File: src/rtl/sgs_defines.svh
/*
  Constants of the setting group selector: register offsets, reset values,
  field positions and choice encodings.
  Assumes it is included by bare name from the package and the selector.
*/
`ifndef SGS_DEFINES_SVH
`define SGS_DEFINES_SVH

`define SGS_ADDR_W        8
`define SGS_DATA_W        32
`define SGS_NUM_GRP       8
`define SGS_IDX_W         3
`define SGS_CHOICE_W      4

`define SGS_OFF_ACTIVE    8'h00
`define SGS_OFF_FORCE_EN  8'h04
`define SGS_OFF_FORCE_GRP 8'h08
`define SGS_OFF_USED      8'h0c
`define SGS_OFF_REMOTE    8'h10
`define SGS_OFF_MODE      8'h14
`define SGS_OFF_STATUS    8'h18

`define SGS_RST_ACTIVE    3'h0
`define SGS_RST_FORCE_EN  1'b0
`define SGS_RST_CHOICE    4'h0
`define SGS_RST_USED      3'h0
`define SGS_RST_MODE      8'h00
`define SGS_RST_FAIL      3'h0

`define SGS_CHOICE_NONE   4'h0
`define SGS_CHOICE_MAX    4'h8
`define SGS_CHOICE_ONE    4'h1

`define SGS_FAIL_FORCE    0
`define SGS_FAIL_UNCFG    1
`define SGS_FAIL_PRIO     2

`define SGS_PAD_IDX       29'h0
`define SGS_PAD_BIT       31'h0
`define SGS_PAD_CHOICE    28'h0
`define SGS_PAD_MASK      24'h0
`define SGS_PAD_STATUS    21'h0

`endif

File: src/rtl/sgs_pkg.sv
/*
  Types of the setting group selector.
  Assumes sgs_defines.svh is on the include path.
*/
`include "sgs_defines.svh"

package sgs_pkg;
    typedef logic [`SGS_NUM_GRP-1:0] sgs_mask_type;
    typedef logic [`SGS_IDX_W-1:0]   sgs_idx_type;

    typedef struct packed {
        logic [`SGS_ADDR_W-1:0] addr;
        logic [`SGS_DATA_W-1:0] wdata;
        logic                   wr;
        logic                   rd;
    } sgs_bus_req_type;

    typedef struct packed {
        logic        found;
        sgs_idx_type idx;
    } sgs_pick_type;
endpackage

File: src/rtl/sgs_selector.sv
/*
  Setting group selector: picks one active group of eight from per-group
  pulse or level requests, a remote choice and a forced choice.
  Assumes one clock, request inputs that may come from pins, and a simple
  register port with read data one cycle after the read strobe.
*/
// Local design decisions: the register addresses and strobed register access.
`timescale 1ns/1ps
`default_nettype none
`include "sgs_defines.svh"

module sgs_selector
    import sgs_pkg::*;
(
    input  wire logic            sys_clk,
    input  wire logic            nrst,
    input  wire sgs_bus_req_type bus_req,
    output var  logic [31:0]     rd_data,
    input  wire sgs_mask_type    group_request,
    output var  sgs_idx_type     active_group,
    output var  sgs_mask_type    active_onehot,
    output var  sgs_mask_type    group_enabled,
    output var  logic            force_enable
);

    // mask of groups 0..n inclusive
    function automatic sgs_mask_type sgs_upto(input sgs_idx_type n);
        sgs_mask_type m;
        m = '0;
        for (int i = 0; i < `SGS_NUM_GRP; i++) begin
            m[i] = (i <= int'(n));
        end
        return m;
    endfunction

    // lowest index wins: group one has the highest rank
    function automatic sgs_pick_type sgs_first(input sgs_mask_type m);
        sgs_pick_type p;
        p = '0;
        for (int i = `SGS_NUM_GRP - 1; i >= 0; i--) begin
            if (m[i]) begin
                p.found = 1'b1;
                p.idx   = sgs_idx_type'(i);
            end
        end
        return p;
    endfunction

    function automatic sgs_mask_type sgs_onehot(input sgs_idx_type n);
        sgs_mask_type m;
        m    = '0;
        m[n] = 1'b1;
        return m;
    endfunction

    function automatic sgs_idx_type sgs_choice_idx(input logic [3:0] v);
        logic [3:0] d;
        d = v - `SGS_CHOICE_ONE;
        return d[2:0];
    endfunction

    // a choice names a group that is within range and in use
    function automatic logic sgs_choice_ok(input logic [3:0] v,
                                           input sgs_idx_type used);
        return (v != `SGS_CHOICE_NONE) && (v <= `SGS_CHOICE_MAX)
               && (sgs_choice_idx(v) <= used);
    endfunction

    logic            rst_s1_q;
    logic            rst_n_q;
    sgs_mask_type    req_s1_q;
    sgs_mask_type    req_s2_q;
    sgs_mask_type    req_s3_q;
    sgs_mask_type    req_filt_q;
    sgs_mask_type    req_filt_d;
    sgs_mask_type    req_prev_q;
    logic            force_en_q;
    logic [3:0]      force_grp_q;
    logic [3:0]      remote_q;
    sgs_idx_type     used_q;
    sgs_mask_type    mode_q;
    sgs_idx_type     active_q;
    sgs_idx_type     active_d;
    sgs_mask_type    onehot_q;
    sgs_mask_type    enabled_q;
    logic [2:0]      fail_q;
    logic [2:0]      fail_d;
    logic [31:0]     rd_data_q;

    // reset release through two flops; assertion stays asynchronous
    always_ff @(posedge sys_clk or negedge nrst) begin
        if (!nrst) begin
            rst_s1_q <= 1'b0;
            rst_n_q  <= 1'b0;
        end else begin
            rst_s1_q <= 1'b1;
            rst_n_q  <= rst_s1_q;
        end
    end

    // three-stage synchroniser; a change counts once stages two and three agree
    assign req_filt_d = (req_s2_q & req_s3_q) | (req_filt_q & (req_s2_q ^ req_s3_q));

    always_ff @(posedge sys_clk or negedge rst_n_q) begin
        if (!rst_n_q) begin
            req_s1_q   <= '0;
            req_s2_q   <= '0;
            req_s3_q   <= '0;
            req_filt_q <= '0;
            req_prev_q <= '0;
        end else begin
            req_s1_q   <= group_request;
            req_s2_q   <= req_s1_q;
            req_s3_q   <= req_s2_q;
            req_filt_q <= req_filt_d;
            req_prev_q <= req_filt_q;
        end
    end

    // register decode
    wire wr_force_en  = bus_req.wr && (bus_req.addr == `SGS_OFF_FORCE_EN);
    wire wr_force_grp = bus_req.wr && (bus_req.addr == `SGS_OFF_FORCE_GRP);
    wire wr_used      = bus_req.wr && (bus_req.addr == `SGS_OFF_USED);
    wire wr_remote    = bus_req.wr && (bus_req.addr == `SGS_OFF_REMOTE);
    wire wr_mode      = bus_req.wr && (bus_req.addr == `SGS_OFF_MODE);
    wire rd_status    = bus_req.rd && (bus_req.addr == `SGS_OFF_STATUS);
    wire [3:0] wr_choice = bus_req.wdata[3:0];

    // group classification
    wire sgs_mask_type used_mask = sgs_upto(used_q);
    wire sgs_mask_type edges     = req_filt_q & ~req_prev_q;
    wire sgs_mask_type held      = req_filt_q & mode_q & used_mask;
    wire sgs_mask_type pulses    = edges & ~mode_q & used_mask;
    wire sgs_mask_type outside   = (edges | req_filt_q) & ~used_mask;

    // highest held level masks everything ranked below it; group eight masks nothing
    wire sgs_pick_type held_top  = sgs_first(held);
    wire sgs_mask_type allow     = held_top.found ? sgs_upto(held_top.idx)
                                                  : '1;
    wire sgs_mask_type auto_req  = (held | pulses) & allow;
    wire               auto_lost = |(pulses & ~allow);
    wire sgs_pick_type auto_pick = sgs_first(auto_req);

    // forced choice: a pulse-type request, taken only with force enabled
    wire         force_ok  = wr_force_grp && force_en_q
                             && sgs_choice_ok(wr_choice, used_q);
    wire         force_bad = wr_force_grp && force_en_q
                             && (wr_choice != `SGS_CHOICE_NONE)
                             && !sgs_choice_ok(wr_choice, used_q);
    wire sgs_idx_type force_idx = sgs_choice_idx(wr_choice);

    // remote choice also needs force, and loses to a held higher-ranked level
    wire         remote_cfg  = wr_remote && force_en_q
                               && sgs_choice_ok(wr_choice, used_q);
    wire sgs_idx_type remote_idx = sgs_choice_idx(wr_choice);
    wire         remote_prio = remote_cfg && held_top.found
                               && (remote_idx > held_top.idx);
    wire         remote_ok   = remote_cfg && !remote_prio;
    wire         remote_bad  = wr_remote && force_en_q
                               && (wr_choice != `SGS_CHOICE_NONE)
                               && !sgs_choice_ok(wr_choice, used_q);

    // a change asked for while force is off is refused
    wire         refused   = (wr_force_grp || wr_remote) && !force_en_q
                             && (wr_choice != `SGS_CHOICE_NONE);

    // one group in use: the selector is idle on group one
    wire         idle      = (used_q == `SGS_RST_USED);

    always_comb begin
        active_d = active_q;
        if (idle) begin
            active_d = `SGS_RST_ACTIVE;
        end else if (force_en_q) begin
            // inputs ignored; only a forced or accepted remote choice, or shrinking the in-use range, moves it
            if (force_ok) begin
                active_d = force_idx;
            end else if (remote_ok) begin
                active_d = remote_idx;
            end
        end else if (auto_pick.found) begin
            // levels act at once after force clears
            active_d = auto_pick.idx;
        end
        // shrinking the in-use range never leaves a dead group active
        if (active_d > used_q) begin
            active_d = `SGS_RST_ACTIVE;
        end
    end

    // refusal flags: set wins over the clear-on-read of the status word
    always_comb begin
        fail_d = rd_status ? `SGS_RST_FAIL : fail_q;
        if (refused) begin
            fail_d[`SGS_FAIL_FORCE] = 1'b1;
        end
        if (force_bad || remote_bad || (!idle && |outside && !force_en_q)) begin
            fail_d[`SGS_FAIL_UNCFG] = 1'b1;
        end
        if (remote_prio || (auto_lost && !force_en_q && !idle)) begin
            fail_d[`SGS_FAIL_PRIO] = 1'b1;
        end
    end

    // software settings
    always_ff @(posedge sys_clk or negedge rst_n_q) begin
        if (!rst_n_q) begin
            force_en_q  <= `SGS_RST_FORCE_EN;
            force_grp_q <= `SGS_RST_CHOICE;
            remote_q    <= `SGS_RST_CHOICE;
            used_q      <= `SGS_RST_USED;
            mode_q      <= `SGS_RST_MODE;
        end else begin
            if (wr_force_en) begin
                force_en_q <= bus_req.wdata[0];
            end
            if (wr_force_grp) begin
                force_grp_q <= wr_choice;
            end
            if (wr_remote) begin
                remote_q <= wr_choice;
            end
            if (wr_used) begin
                used_q <= bus_req.wdata[2:0];
            end
            if (wr_mode) begin
                mode_q <= bus_req.wdata[7:0];
            end
        end
    end

    // active group state, updated the cycle after the winning request
    always_ff @(posedge sys_clk or negedge rst_n_q) begin
        if (!rst_n_q) begin
            active_q  <= `SGS_RST_ACTIVE;
            onehot_q  <= sgs_mask_type'(1);
            enabled_q <= sgs_mask_type'(1);
            fail_q    <= `SGS_RST_FAIL;
        end else begin
            active_q  <= active_d;
            onehot_q  <= sgs_onehot(active_d);
            enabled_q <= used_mask;
            fail_q    <= fail_d;
        end
    end

    // read data, one cycle after the strobe; unmapped addresses read zero
    wire [31:0] rd_mux =
        (bus_req.addr == `SGS_OFF_ACTIVE)    ? {`SGS_PAD_IDX, active_q} :
        (bus_req.addr == `SGS_OFF_FORCE_EN)  ? {`SGS_PAD_BIT, force_en_q} :
        (bus_req.addr == `SGS_OFF_FORCE_GRP) ? {`SGS_PAD_CHOICE, force_grp_q} :
        (bus_req.addr == `SGS_OFF_USED)      ? {`SGS_PAD_IDX, used_q} :
        (bus_req.addr == `SGS_OFF_REMOTE)    ? {`SGS_PAD_CHOICE, remote_q} :
        (bus_req.addr == `SGS_OFF_MODE)      ? {`SGS_PAD_MASK, mode_q} :
        (bus_req.addr == `SGS_OFF_STATUS)    ? {`SGS_PAD_STATUS, fail_q, req_filt_q} :
                                               '0;

    always_ff @(posedge sys_clk or negedge rst_n_q) begin
        if (!rst_n_q) begin
            rd_data_q <= '0;
        end else begin
            rd_data_q <= bus_req.rd ? rd_mux : '0;
        end
    end

    assign rd_data       = rd_data_q;
    assign active_group  = active_q;
    assign active_onehot = onehot_q;
    assign group_enabled = enabled_q;
    assign force_enable  = force_en_q;

endmodule
`default_nettype wire

File: config.mk
export PLATFORM = sky130hd
export DESIGN_NAME = sgs_selector
export DESIGN_NICKNAME = d
export VERILOG_FILES = /design/src/rtl/sgs_pkg.sv /design/src/rtl/sgs_selector.sv
export VERILOG_INCLUDE_DIRS = /design/src /design/src/rtl
export SDC_FILE = /design/constraint.sdc
export NUM_CORES = 1
export LEC_CHECK = 0
export ABC_AREA = 1
export BUFFER_PORTS_ARGS = -buffer_cell sky130_fd_sc_hd__buf_2
export CAP_MARGIN = 40
export CELL_PAD_IN_SITES_DETAIL_PLACEMENT = 1
export CELL_PAD_IN_SITES_GLOBAL_PLACEMENT = 2
export CORE_MARGIN = 1
export CORE_UTILIZATION = 35
export DETAILED_ROUTE_END_ITERATION = 12
export HOLD_SLACK_MARGIN = 0.02
export PLACE_DENSITY_LB_ADDON = 0.15
export SETUP_SLACK_MARGIN = 0.15
export SYNTH_ARGS = -nofsm -noshare
export SYNTH_HDL_FRONTEND = slang
export SYNTH_SLANG_ARGS = --single-unit
export TNS_END_PERCENT = 5
File: constraint.sdc
create_clock -name sys_clk -period 5.1 [get_ports sys_clk]
set_input_delay 0.51 -clock sys_clk [delete_from_list [all_inputs] [get_ports sys_clk]]
set_output_delay 0.51 -clock sys_clk [all_outputs]
set_load 0.01 [all_outputs]
=== After elaboration in Yosys (flattened, before gate mapping) ===
Index checks and enable logic that the tools add are counted.

* Output and inout port bits: 52
* Input bits: 52
* Bits in registers: 94
* Logic and storage cells: 143

* Order comparisons: 20
* Equal/unequal tests: 6
* Reduce and logical (&&, ||, !) cells: 42
* Add/subtract/negate cells: 1
* Bitwise gates (word level): 18
* Multiplexer cells: 37

{| class="wikitable"
|+ Operator list
! cell !! count
|-
| two-way mux 11 bit || 8
|-
| bitwise AND 8 bit || 10
|-
| two-way mux 4 bit || 16
|-
| NOT 8 bit || 4
|-
| logical AND 1 bit || 26
|-
| equality test 8 x 5 -> 1 bit, second input constant || 3
|-
| <= comparator 3 bit, first input constant || 8
|-
| OR 8 bit || 3
|-
| two-way mux 3 bit || 7
|-
| equality test 8 x 4 -> 1 bit, second input constant || 2
|-
| OR reduction 8 bit || 2
|-
| <= comparator 2 x 3 -> 1 bit, first input constant || 4
|-
| equality test 8 x 3 -> 1 bit, second input constant || 1
|-
| zero test 8 bit || 1
|-
| two-way mux 8 bit || 1
|-
| bitwise XOR 8 bit || 1
|-
| > comparator 3 bit || 2
|-
| <= comparator 1 x 3 -> 1 bit, first input constant || 2
|-
| nonzero test 2 bit || 3
|-
| <= comparator 4 bit, second input constant || 1
|-
| zero test 1 bit || 4
|-
| logical OR 1 bit || 4
|-
| less-than comparator 3 x 4 -> 1 bit, second input constant || 1
|-
| two-way mux 1 bit || 4
|-
| 6 further kinds || 6
|}

=== Depth between registers and ports, before layout ===
* Depth in word-level cells: 30
* Gate-level depth with buffers: 29
* Depth with buffers taken out: 28

=== Worst setup path after synthesis ===
Ideal clock, no wire load.

* Kind: input to register
* Start point: input port bus_req[2] in the netlist's numbering
* End point: register onehot_q[4] (netlist: active_onehot[4])
* Path buffers: 0
* Arrival: 3427 ps
* Data required time: 5028 ps
* Stages on the path: 26
* Setup time: 72 ps
* Setup slack: 1601 ps
* Cell sequence: inv_1 > ha_1 > xnor2_1 > inv_1 > ha_1 > a21oi_1 > o21ai_0 > nand2_1 > nand3_1 > inv_1 > nand3_1 > nand2_2 > nor2_1 > a311oi_2 > nand2_1 > clkinv_1 > ha_1 > nand2_1 > nor2_1 > a211oi_1 > a31oi_1 > inv_1 > nand3_2 > inv_2 > nand2_1 > nor2_1

* Longest elaborated chain between the ends: 18
* Elaborated cells on any way between the ends: 24
* Classes of those cells: 1 x add/sub; 6 x order compare; 7 x mux; 10 x reduce/logical

{| class="wikitable"
|+ RTL lines
! element !! line !! RTL
|-
| from (decl) || sgs_selector.sv:17 || <nowiki>input wire sgs_bus_req_type bus_req,</nowiki>
|-
| subtractor 3 x 1 -> 3 bit (no line), or another cell as far along || -- ||
|-
| <= comparator 3 bit / logical AND 1 bit (equally long branches) || sgs_selector.sv:66, sgs_selector.sv:65 ||
|-
| logical AND 1 bit || sgs_selector.sv:65 || <nowiki>return (v != `SGS_CHOICE_NONE) && (v <= `SGS_CHOICE_MAX)</nowiki>
|-
| logical AND 1 bit || sgs_selector.sv:154 || <nowiki>&& sgs_choice_ok(wr_choice, used_q);</nowiki>
|-
| logical AND 1 bit || sgs_selector.sv:156 || <nowiki>wire remote_prio = remote_cfg && held_top.found</nowiki>
|-
| logical AND 1 bit || sgs_selector.sv:157 || <nowiki>&& (remote_idx > held_top.idx);</nowiki>
|-
| zero test 1 bit || sgs_selector.sv:158 || <nowiki>wire remote_ok = remote_cfg && !remote_prio;</nowiki>
|-
| logical AND 1 bit || sgs_selector.sv:158 ||
|-
| (+3 left out) || -- ||
|-
| two-way mux 3 bit (*) || sgs_selector.sv:172 || <nowiki>if (idle) begin</nowiki>
|-
| > comparator 3 bit || sgs_selector.sv:186 || <nowiki>if (active_d > used_q) begin</nowiki>
|-
| two-way mux 3 bit (*) || sgs_selector.sv:186 ||
|-
| named net active_d[2] || sgs_selector.sv:83 || <nowiki>sgs_idx_type active_d;</nowiki>
|-
| less-than comparator 3 x 4 -> 1 bit (implied by the code) / greater-or-equal comparator 3 x 1 -> 1 bit (equally long branches) || sgs_selector.sv:52 || <nowiki>m[n] = 1'b1;</nowiki>
|-
| logical AND 1 bit (implied by the code) || sgs_selector.sv:52 ||
|-
| two-way mux 1 bit (implied by the code) || sgs_selector.sv:52 ||
|-
| demux 1 bit (select 3 bit) (*) || sgs_selector.sv:52 ||
|-
| to (signal assigned) || sgs_selector.sv:236 || <nowiki>onehot_q <= sgs_mask_type'(1);</nowiki>
|-
| to (signal assigned) || sgs_selector.sv:241 || <nowiki>onehot_q <= sgs_onehot(active_d);</nowiki>
|-
| to (decl) || sgs_selector.sv:84 || <nowiki>sgs_mask_type onehot_q;</nowiki>
|}

The timed path passes the listed nets; every way through them passes the cells marked *.
A chain may end at the register's enable or synchronous reset.

=== Worst setup path after layout ===
* Start point: register used_q[2]
* End point: register onehot_q[6] (netlist: active_onehot[6])

* Longest elaborated chain between the ends: 30
* Elaborated cells on any way between the ends: 57
* Classes of those cells: 19 x order compare; 25 x mux; 4 x bitwise; 9 x reduce/logical

{| class="wikitable"
|+ RTL lines
! element !! line !! RTL
|-
| from (decl) || sgs_selector.sv:80 || <nowiki>sgs_idx_type used_q;</nowiki>
|-
| from (signal assigned) || sgs_selector.sv:211 || <nowiki>used_q <= `SGS_RST_USED;</nowiki>
|-
| from (signal assigned) || sgs_selector.sv:224 || <nowiki>used_q <= bus_req.wdata[2:0];</nowiki>
|-
| <= comparator 3 bit || sgs_selector.sv:31 || <nowiki>m[i] = (i <= int'(n));</nowiki>
|-
| bitwise AND 8 bit || sgs_selector.sv:132 || <nowiki>wire sgs_mask_type held = req_filt_q & mode_q & used_mask;</nowiki>
|-
| two-way mux 4 bit (8 in series) || sgs_selector.sv:41 || <nowiki>if (m[i]) begin</nowiki>
|-
| <= comparator 3 bit || sgs_selector.sv:31 ||
|-
| two-way mux 8 bit || sgs_selector.sv:138 || <nowiki>wire sgs_mask_type allow = held_top.found ? sgs_upto(held_top.idx)</nowiki>
|-
| bitwise AND 8 bit || sgs_selector.sv:140 || <nowiki>wire sgs_mask_type auto_req = (held | pulses) & allow;</nowiki>
|-
| two-way mux 4 bit (8 in series) || sgs_selector.sv:41 ||
|-
| two-way mux 3 bit || sgs_selector.sv:181 || <nowiki>end else if (auto_pick.found) begin</nowiki>
|-
| two-way mux 3 bit || sgs_selector.sv:174 || <nowiki>end else if (force_en_q) begin</nowiki>
|-
| two-way mux 3 bit || sgs_selector.sv:172 ||
|-
| > comparator 3 bit || sgs_selector.sv:186 ||
|-
| two-way mux 3 bit (*) || sgs_selector.sv:186 ||
|-
| named net active_d[2] || sgs_selector.sv:83 ||
|-
| less-than comparator 3 x 4 -> 1 bit (implied by the code) / greater-or-equal comparator 3 x 1 -> 1 bit (equally long branches) || sgs_selector.sv:52 ||
|-
| logical AND 1 bit (implied by the code) || sgs_selector.sv:52 ||
|-
| two-way mux 1 bit (implied by the code) || sgs_selector.sv:52 ||
|-
| demux 1 bit (select 3 bit) (*) || sgs_selector.sv:52 ||
|}

Marks and branches as above.

==> impl_metrics.csv <==
group,metric,value,unit
outcome,status,"complete, no violations",
critical_path,crit_fanout,9,
clock_tree,cts_root_buf,"clkbuf_16",
logic_synthesis,yosys_warnings,0,
floorplanning,rows,41,
global_routing,grtUsageTotal,0.1767,
logic_synthesis,syn_avg_cell_area,9.498,sq um
logic_synthesis,async_flop_share,1.000,
logic_synthesis,ys_ff_latch,94,
clock_tree,cts_tree,"built",
logic_synthesis,synthCells,477,
detailed_routing,drt_iter0_markers,131,
detailed_routing,first_pass_iters,4,
sta,finalCriticalPeriod,4.041,ns
sta,hold_violations,0,
logic_synthesis,synth_edf_count,0,
global_routing,grt_pass1_wl,17500,um
final_layout,fin_area,0.005216,sq mm
hold_path,hp-class,"flip-flop to asynchronous set/reset pin",
critical_path,path_class,"flip-flop to flip-flop",
placed_design,post_dp_cell_area,0.004917,sq mm
sta,holdWs,0.2330,ns
sta,period_share,0.7924,
critical_path,required,5.38,ns
power_and_ir_drop,power_leakage,0.002765,uW
final_layout,area_delta_synth_final,15.13,%
floorplanning,start_util,0.3590,
floorplanning,core,0.01262,sq mm
power_and_ir_drop,ir_worst_vdd,0.0001670,V
clock_tree,clkLatencyLatePin,0.35,ns
placed_design,dp.cells,700,
final_layout,fin_nets,611,
global_routing,antenna_found_initial,0,
detailed_routing,drc_errors,0,
flow_run,cap_viol_max_count,0,
clock_tree,cts_resized,0,
final_layout,finalNonFillerCells,716,
logic_synthesis,yosys-top-cells-area,"dfrtp_1 51%, nand2_1 7.0%, ha_1 5.2%",
power_and_ir_drop,p_per_area,312.9,mW/mm^2
clock_tree,cts_max_path_buffers,2,
detailed_routing,final_antenna_net_count,0,
logic_synthesis,synth_top_cell_by_area,"dfrtp_1",
clock_tree,cts_buffers,9,
detailed_routing,drt-total-wl,10660,um
detailed_routing,viasPerCell,4.686,
final_layout,layout_commonest_cell,"dfrtp_1",
global_routing,grt_pass1_vias,3406,
floorplanning,ios,104,
logic_synthesis,synth_top_area_share,0.5137,
sta,slew_viol_final,0,
sta,worst_pin_slew,0.8359,ns
critical_path,critical_path.startpoint_type,"flip-flop",
floorplanning,die_height,115.8,um
floorplanning,die_w,115.8,um
placed_design,place_congestion,0.7925,
logic_synthesis,synthDistinctLibCells,47,
sta,rsz0062_at_grt,"no",
final_layout,layout-drive-gt1-share,0.2371,
global_routing,grt_max_degree,68,
floorplanning,die-area,0.01340,sq mm
clock_tree,cts_setup_buffers,0,
detailed_routing,wire_per_inst,14.89,um
clock_tree,cts.clk_slew.worst_paths,0.07,ns
sta,slew_headroom,0.4427,
final_layout,antenna-diode-count,0,
sta,setup_viol,0,
detailed_routing,vias,3355,
logic_synthesis,synth_seq_area_share,0.5195,
critical_path,critPathCaptureType,"flip-flop",
sta,max_freq,247.5,MHz
sta,finClkSkew,0.008674,ns
clock_tree,cts_hold_buffers,1,
logic_synthesis,ys.flop_type,"dfrtp_1",
clock_tree,htreeDepth,3,
sta,setup_tns,0,ns
final_layout,mostFrequentLayoutCells,"92 x dfrtp_1, 85 x nand2_1, 57 x buf_2",
clock_tree,cts.sinks,94,
placed_design,port_buffers,57,
logic_synthesis,netlist_area,0.004531,sq mm
global_routing,grt_overflow,0,
placed_design,dp_hpwl,8284,um
critical_path,worst_ep_arrival_time,4.32,ns
==> final timing paths <==
kind	cells past startpoint	slack (ns)	to	start
max reg2reg	27	1.06	active_onehot[6]$_DFF_PN0_	used_q[2]$_DFFE_PN0P_
min in group sys_clk	1	0.27	req_s1_q[1]$_DFF_PN0_	group_request[1]
max	27	1.06	active_onehot[6]$_DFF_PN0_	used_q[2]$_DFFE_PN0P_
min reg2reg	0	0.23	force_grp_q[2]$_DFFE_PN0P_	rst_n_q$_DFF_PN0_
min	0	0.23	force_grp_q[2]$_DFFE_PN0P_	rst_n_q$_DFF_PN0_
max in group asynchronous	1	3.70	rd_data[10]$_DFF_PN0_	rst_n_q$_DFF_PN0_
==> power by group <==
group          switching, uW  total, uW  internal (uW)  leakage, uW
registers               35.2        820            785      0.00120
clock network            285        664            379     0.000139
logic                   97.6        148           50.8      0.00143
total                    418       1630           1210      0.00277
==> per-stage QoR <==
step / utilization / total power [uW] / setup WS, ns
2_1_floorplan: - / 939.2 / 1.601
3_3_place_gp: 0.3896 / 978.5 / 0.8904
3_5_place_dp: 0.3896 / 985.6 / 0.8137
4_1_cts: 0.4133 / 1658 / 0.9715
5_1_grt: 0.4133 / 1714 / 0.5463
6_report: 0.4133 / 1632 / 1.059
==> kinds of logic (layout without fill, tap and decap cells) <==
kind of cell / count (synthesis) / after routing / synth area share
AOI/OAI and AO/OA: 80 / 80 / 0.1088
adders and majority gates: 19 / 19 / 0.05247
other: 2 / 23 / 0.001658
muxes: 3 / 3 / 0.007456
DFF: 94 / 94 / 0.5195
xor gates and xnor gates: 1 / 1 / 0.001934
and+or+nand+nor: 182 / 182 / 0.2060
buffers and inverters: 96 / 142 / 0.1022
==> sequential cells by signal, summed over array words and instances (netlist names) <==
| signal | count |
|---|---|
| active_group | 3 |
| active_onehot | 8 |
| fail_q | 3 |
| force_enable | 1 |
| force_grp_q | 4 |
| group_enabled | 7 |
| mode_q | 8 |
| rd_data | 11 |
| remote_q | 4 |
| req_filt_q | 8 |
| req_prev_q | 8 |
| req_s1_q | 8 |
| req_s2_q | 8 |
| req_s3_q | 8 |
| rst_n_q | 1 |
| rst_s1_q | 1 |
| used_q | 3 |
==> routing by layer <==
| metal | part of all wire | track usage | vias up |
|---|---|---|---|
| li1 | - | - | 1646 |
| met5 | 0 | 0 | - |
| met4 | 0.015 | 0.06667 | 0 |
| met2 | 0.48 | 0.2857 | 49 |
| met3 | 0.026 | 0.02981 | 14 |
| met1 | 0.48 | 0.2377 | 1646 |
==> synth_stat cells, types with 2 or more instances <==
cell,number
a21oi_1,18
dfrtp_1,93
nand3_2,7
buf_6,2
nand2_2,13
inv_1,56
a21o_1,8
o21ai_0,29
nor2_1,29
o22ai_1,2
inv_2,9
nor3_1,5
or2_2,2
o221ai_1,3
buf_4,22
nor4_1,5
o211ai_1,4
nand3_1,16
conb_1,2
nand2_1,85
a31oi_1,4
clkbuf_1,3
mux2_2,3
nand2_4,4
nor3_4,2
nand4_1,4
ha_1,19
a211oi_1,5
nor2_2,5
==> area by class of cell <==
class | count | area, sq um
inverters | 68 | 259.0
multi-input cells | 308 | 1793
repair buffers | 59 | 302.8
clock buffers | 10 | 229.0
well taps | 172 | 215.2
flip-flops and latches | 94 | 2357
fillers | 1509 | 7403
clock inverters | 5 | 60.06
==> critical path: stages (launching register included) <==
cell and delay, ns:
dfrtp_1 0.64, nand2_1 0.15, nor2_2 0.17, inv_1 0.08
nand2_2 0.11, nor2_2 0.06, inv_1 0.08, nand2_1 0.07
ha_1 0.31, nand2_1 0.06, o21ai_0 0.09, nor3_2 0.21
nand3_1 0.12, nand2_2 0.15, nor2_1 0.07, a311oi_2 0.25
nand2_1 0.13, clkinv_1 0.08, ha_1 0.24, nand2_1 0.07
nor2_1 0.04, a211oi_1 0.19, a31oi_1 0.07, inv_1 0.14
nand3_2 0.13, inv_2 0.09, nand2_1 0.06, nor2_1 0.09
Power figures use the tool's default switching activity.
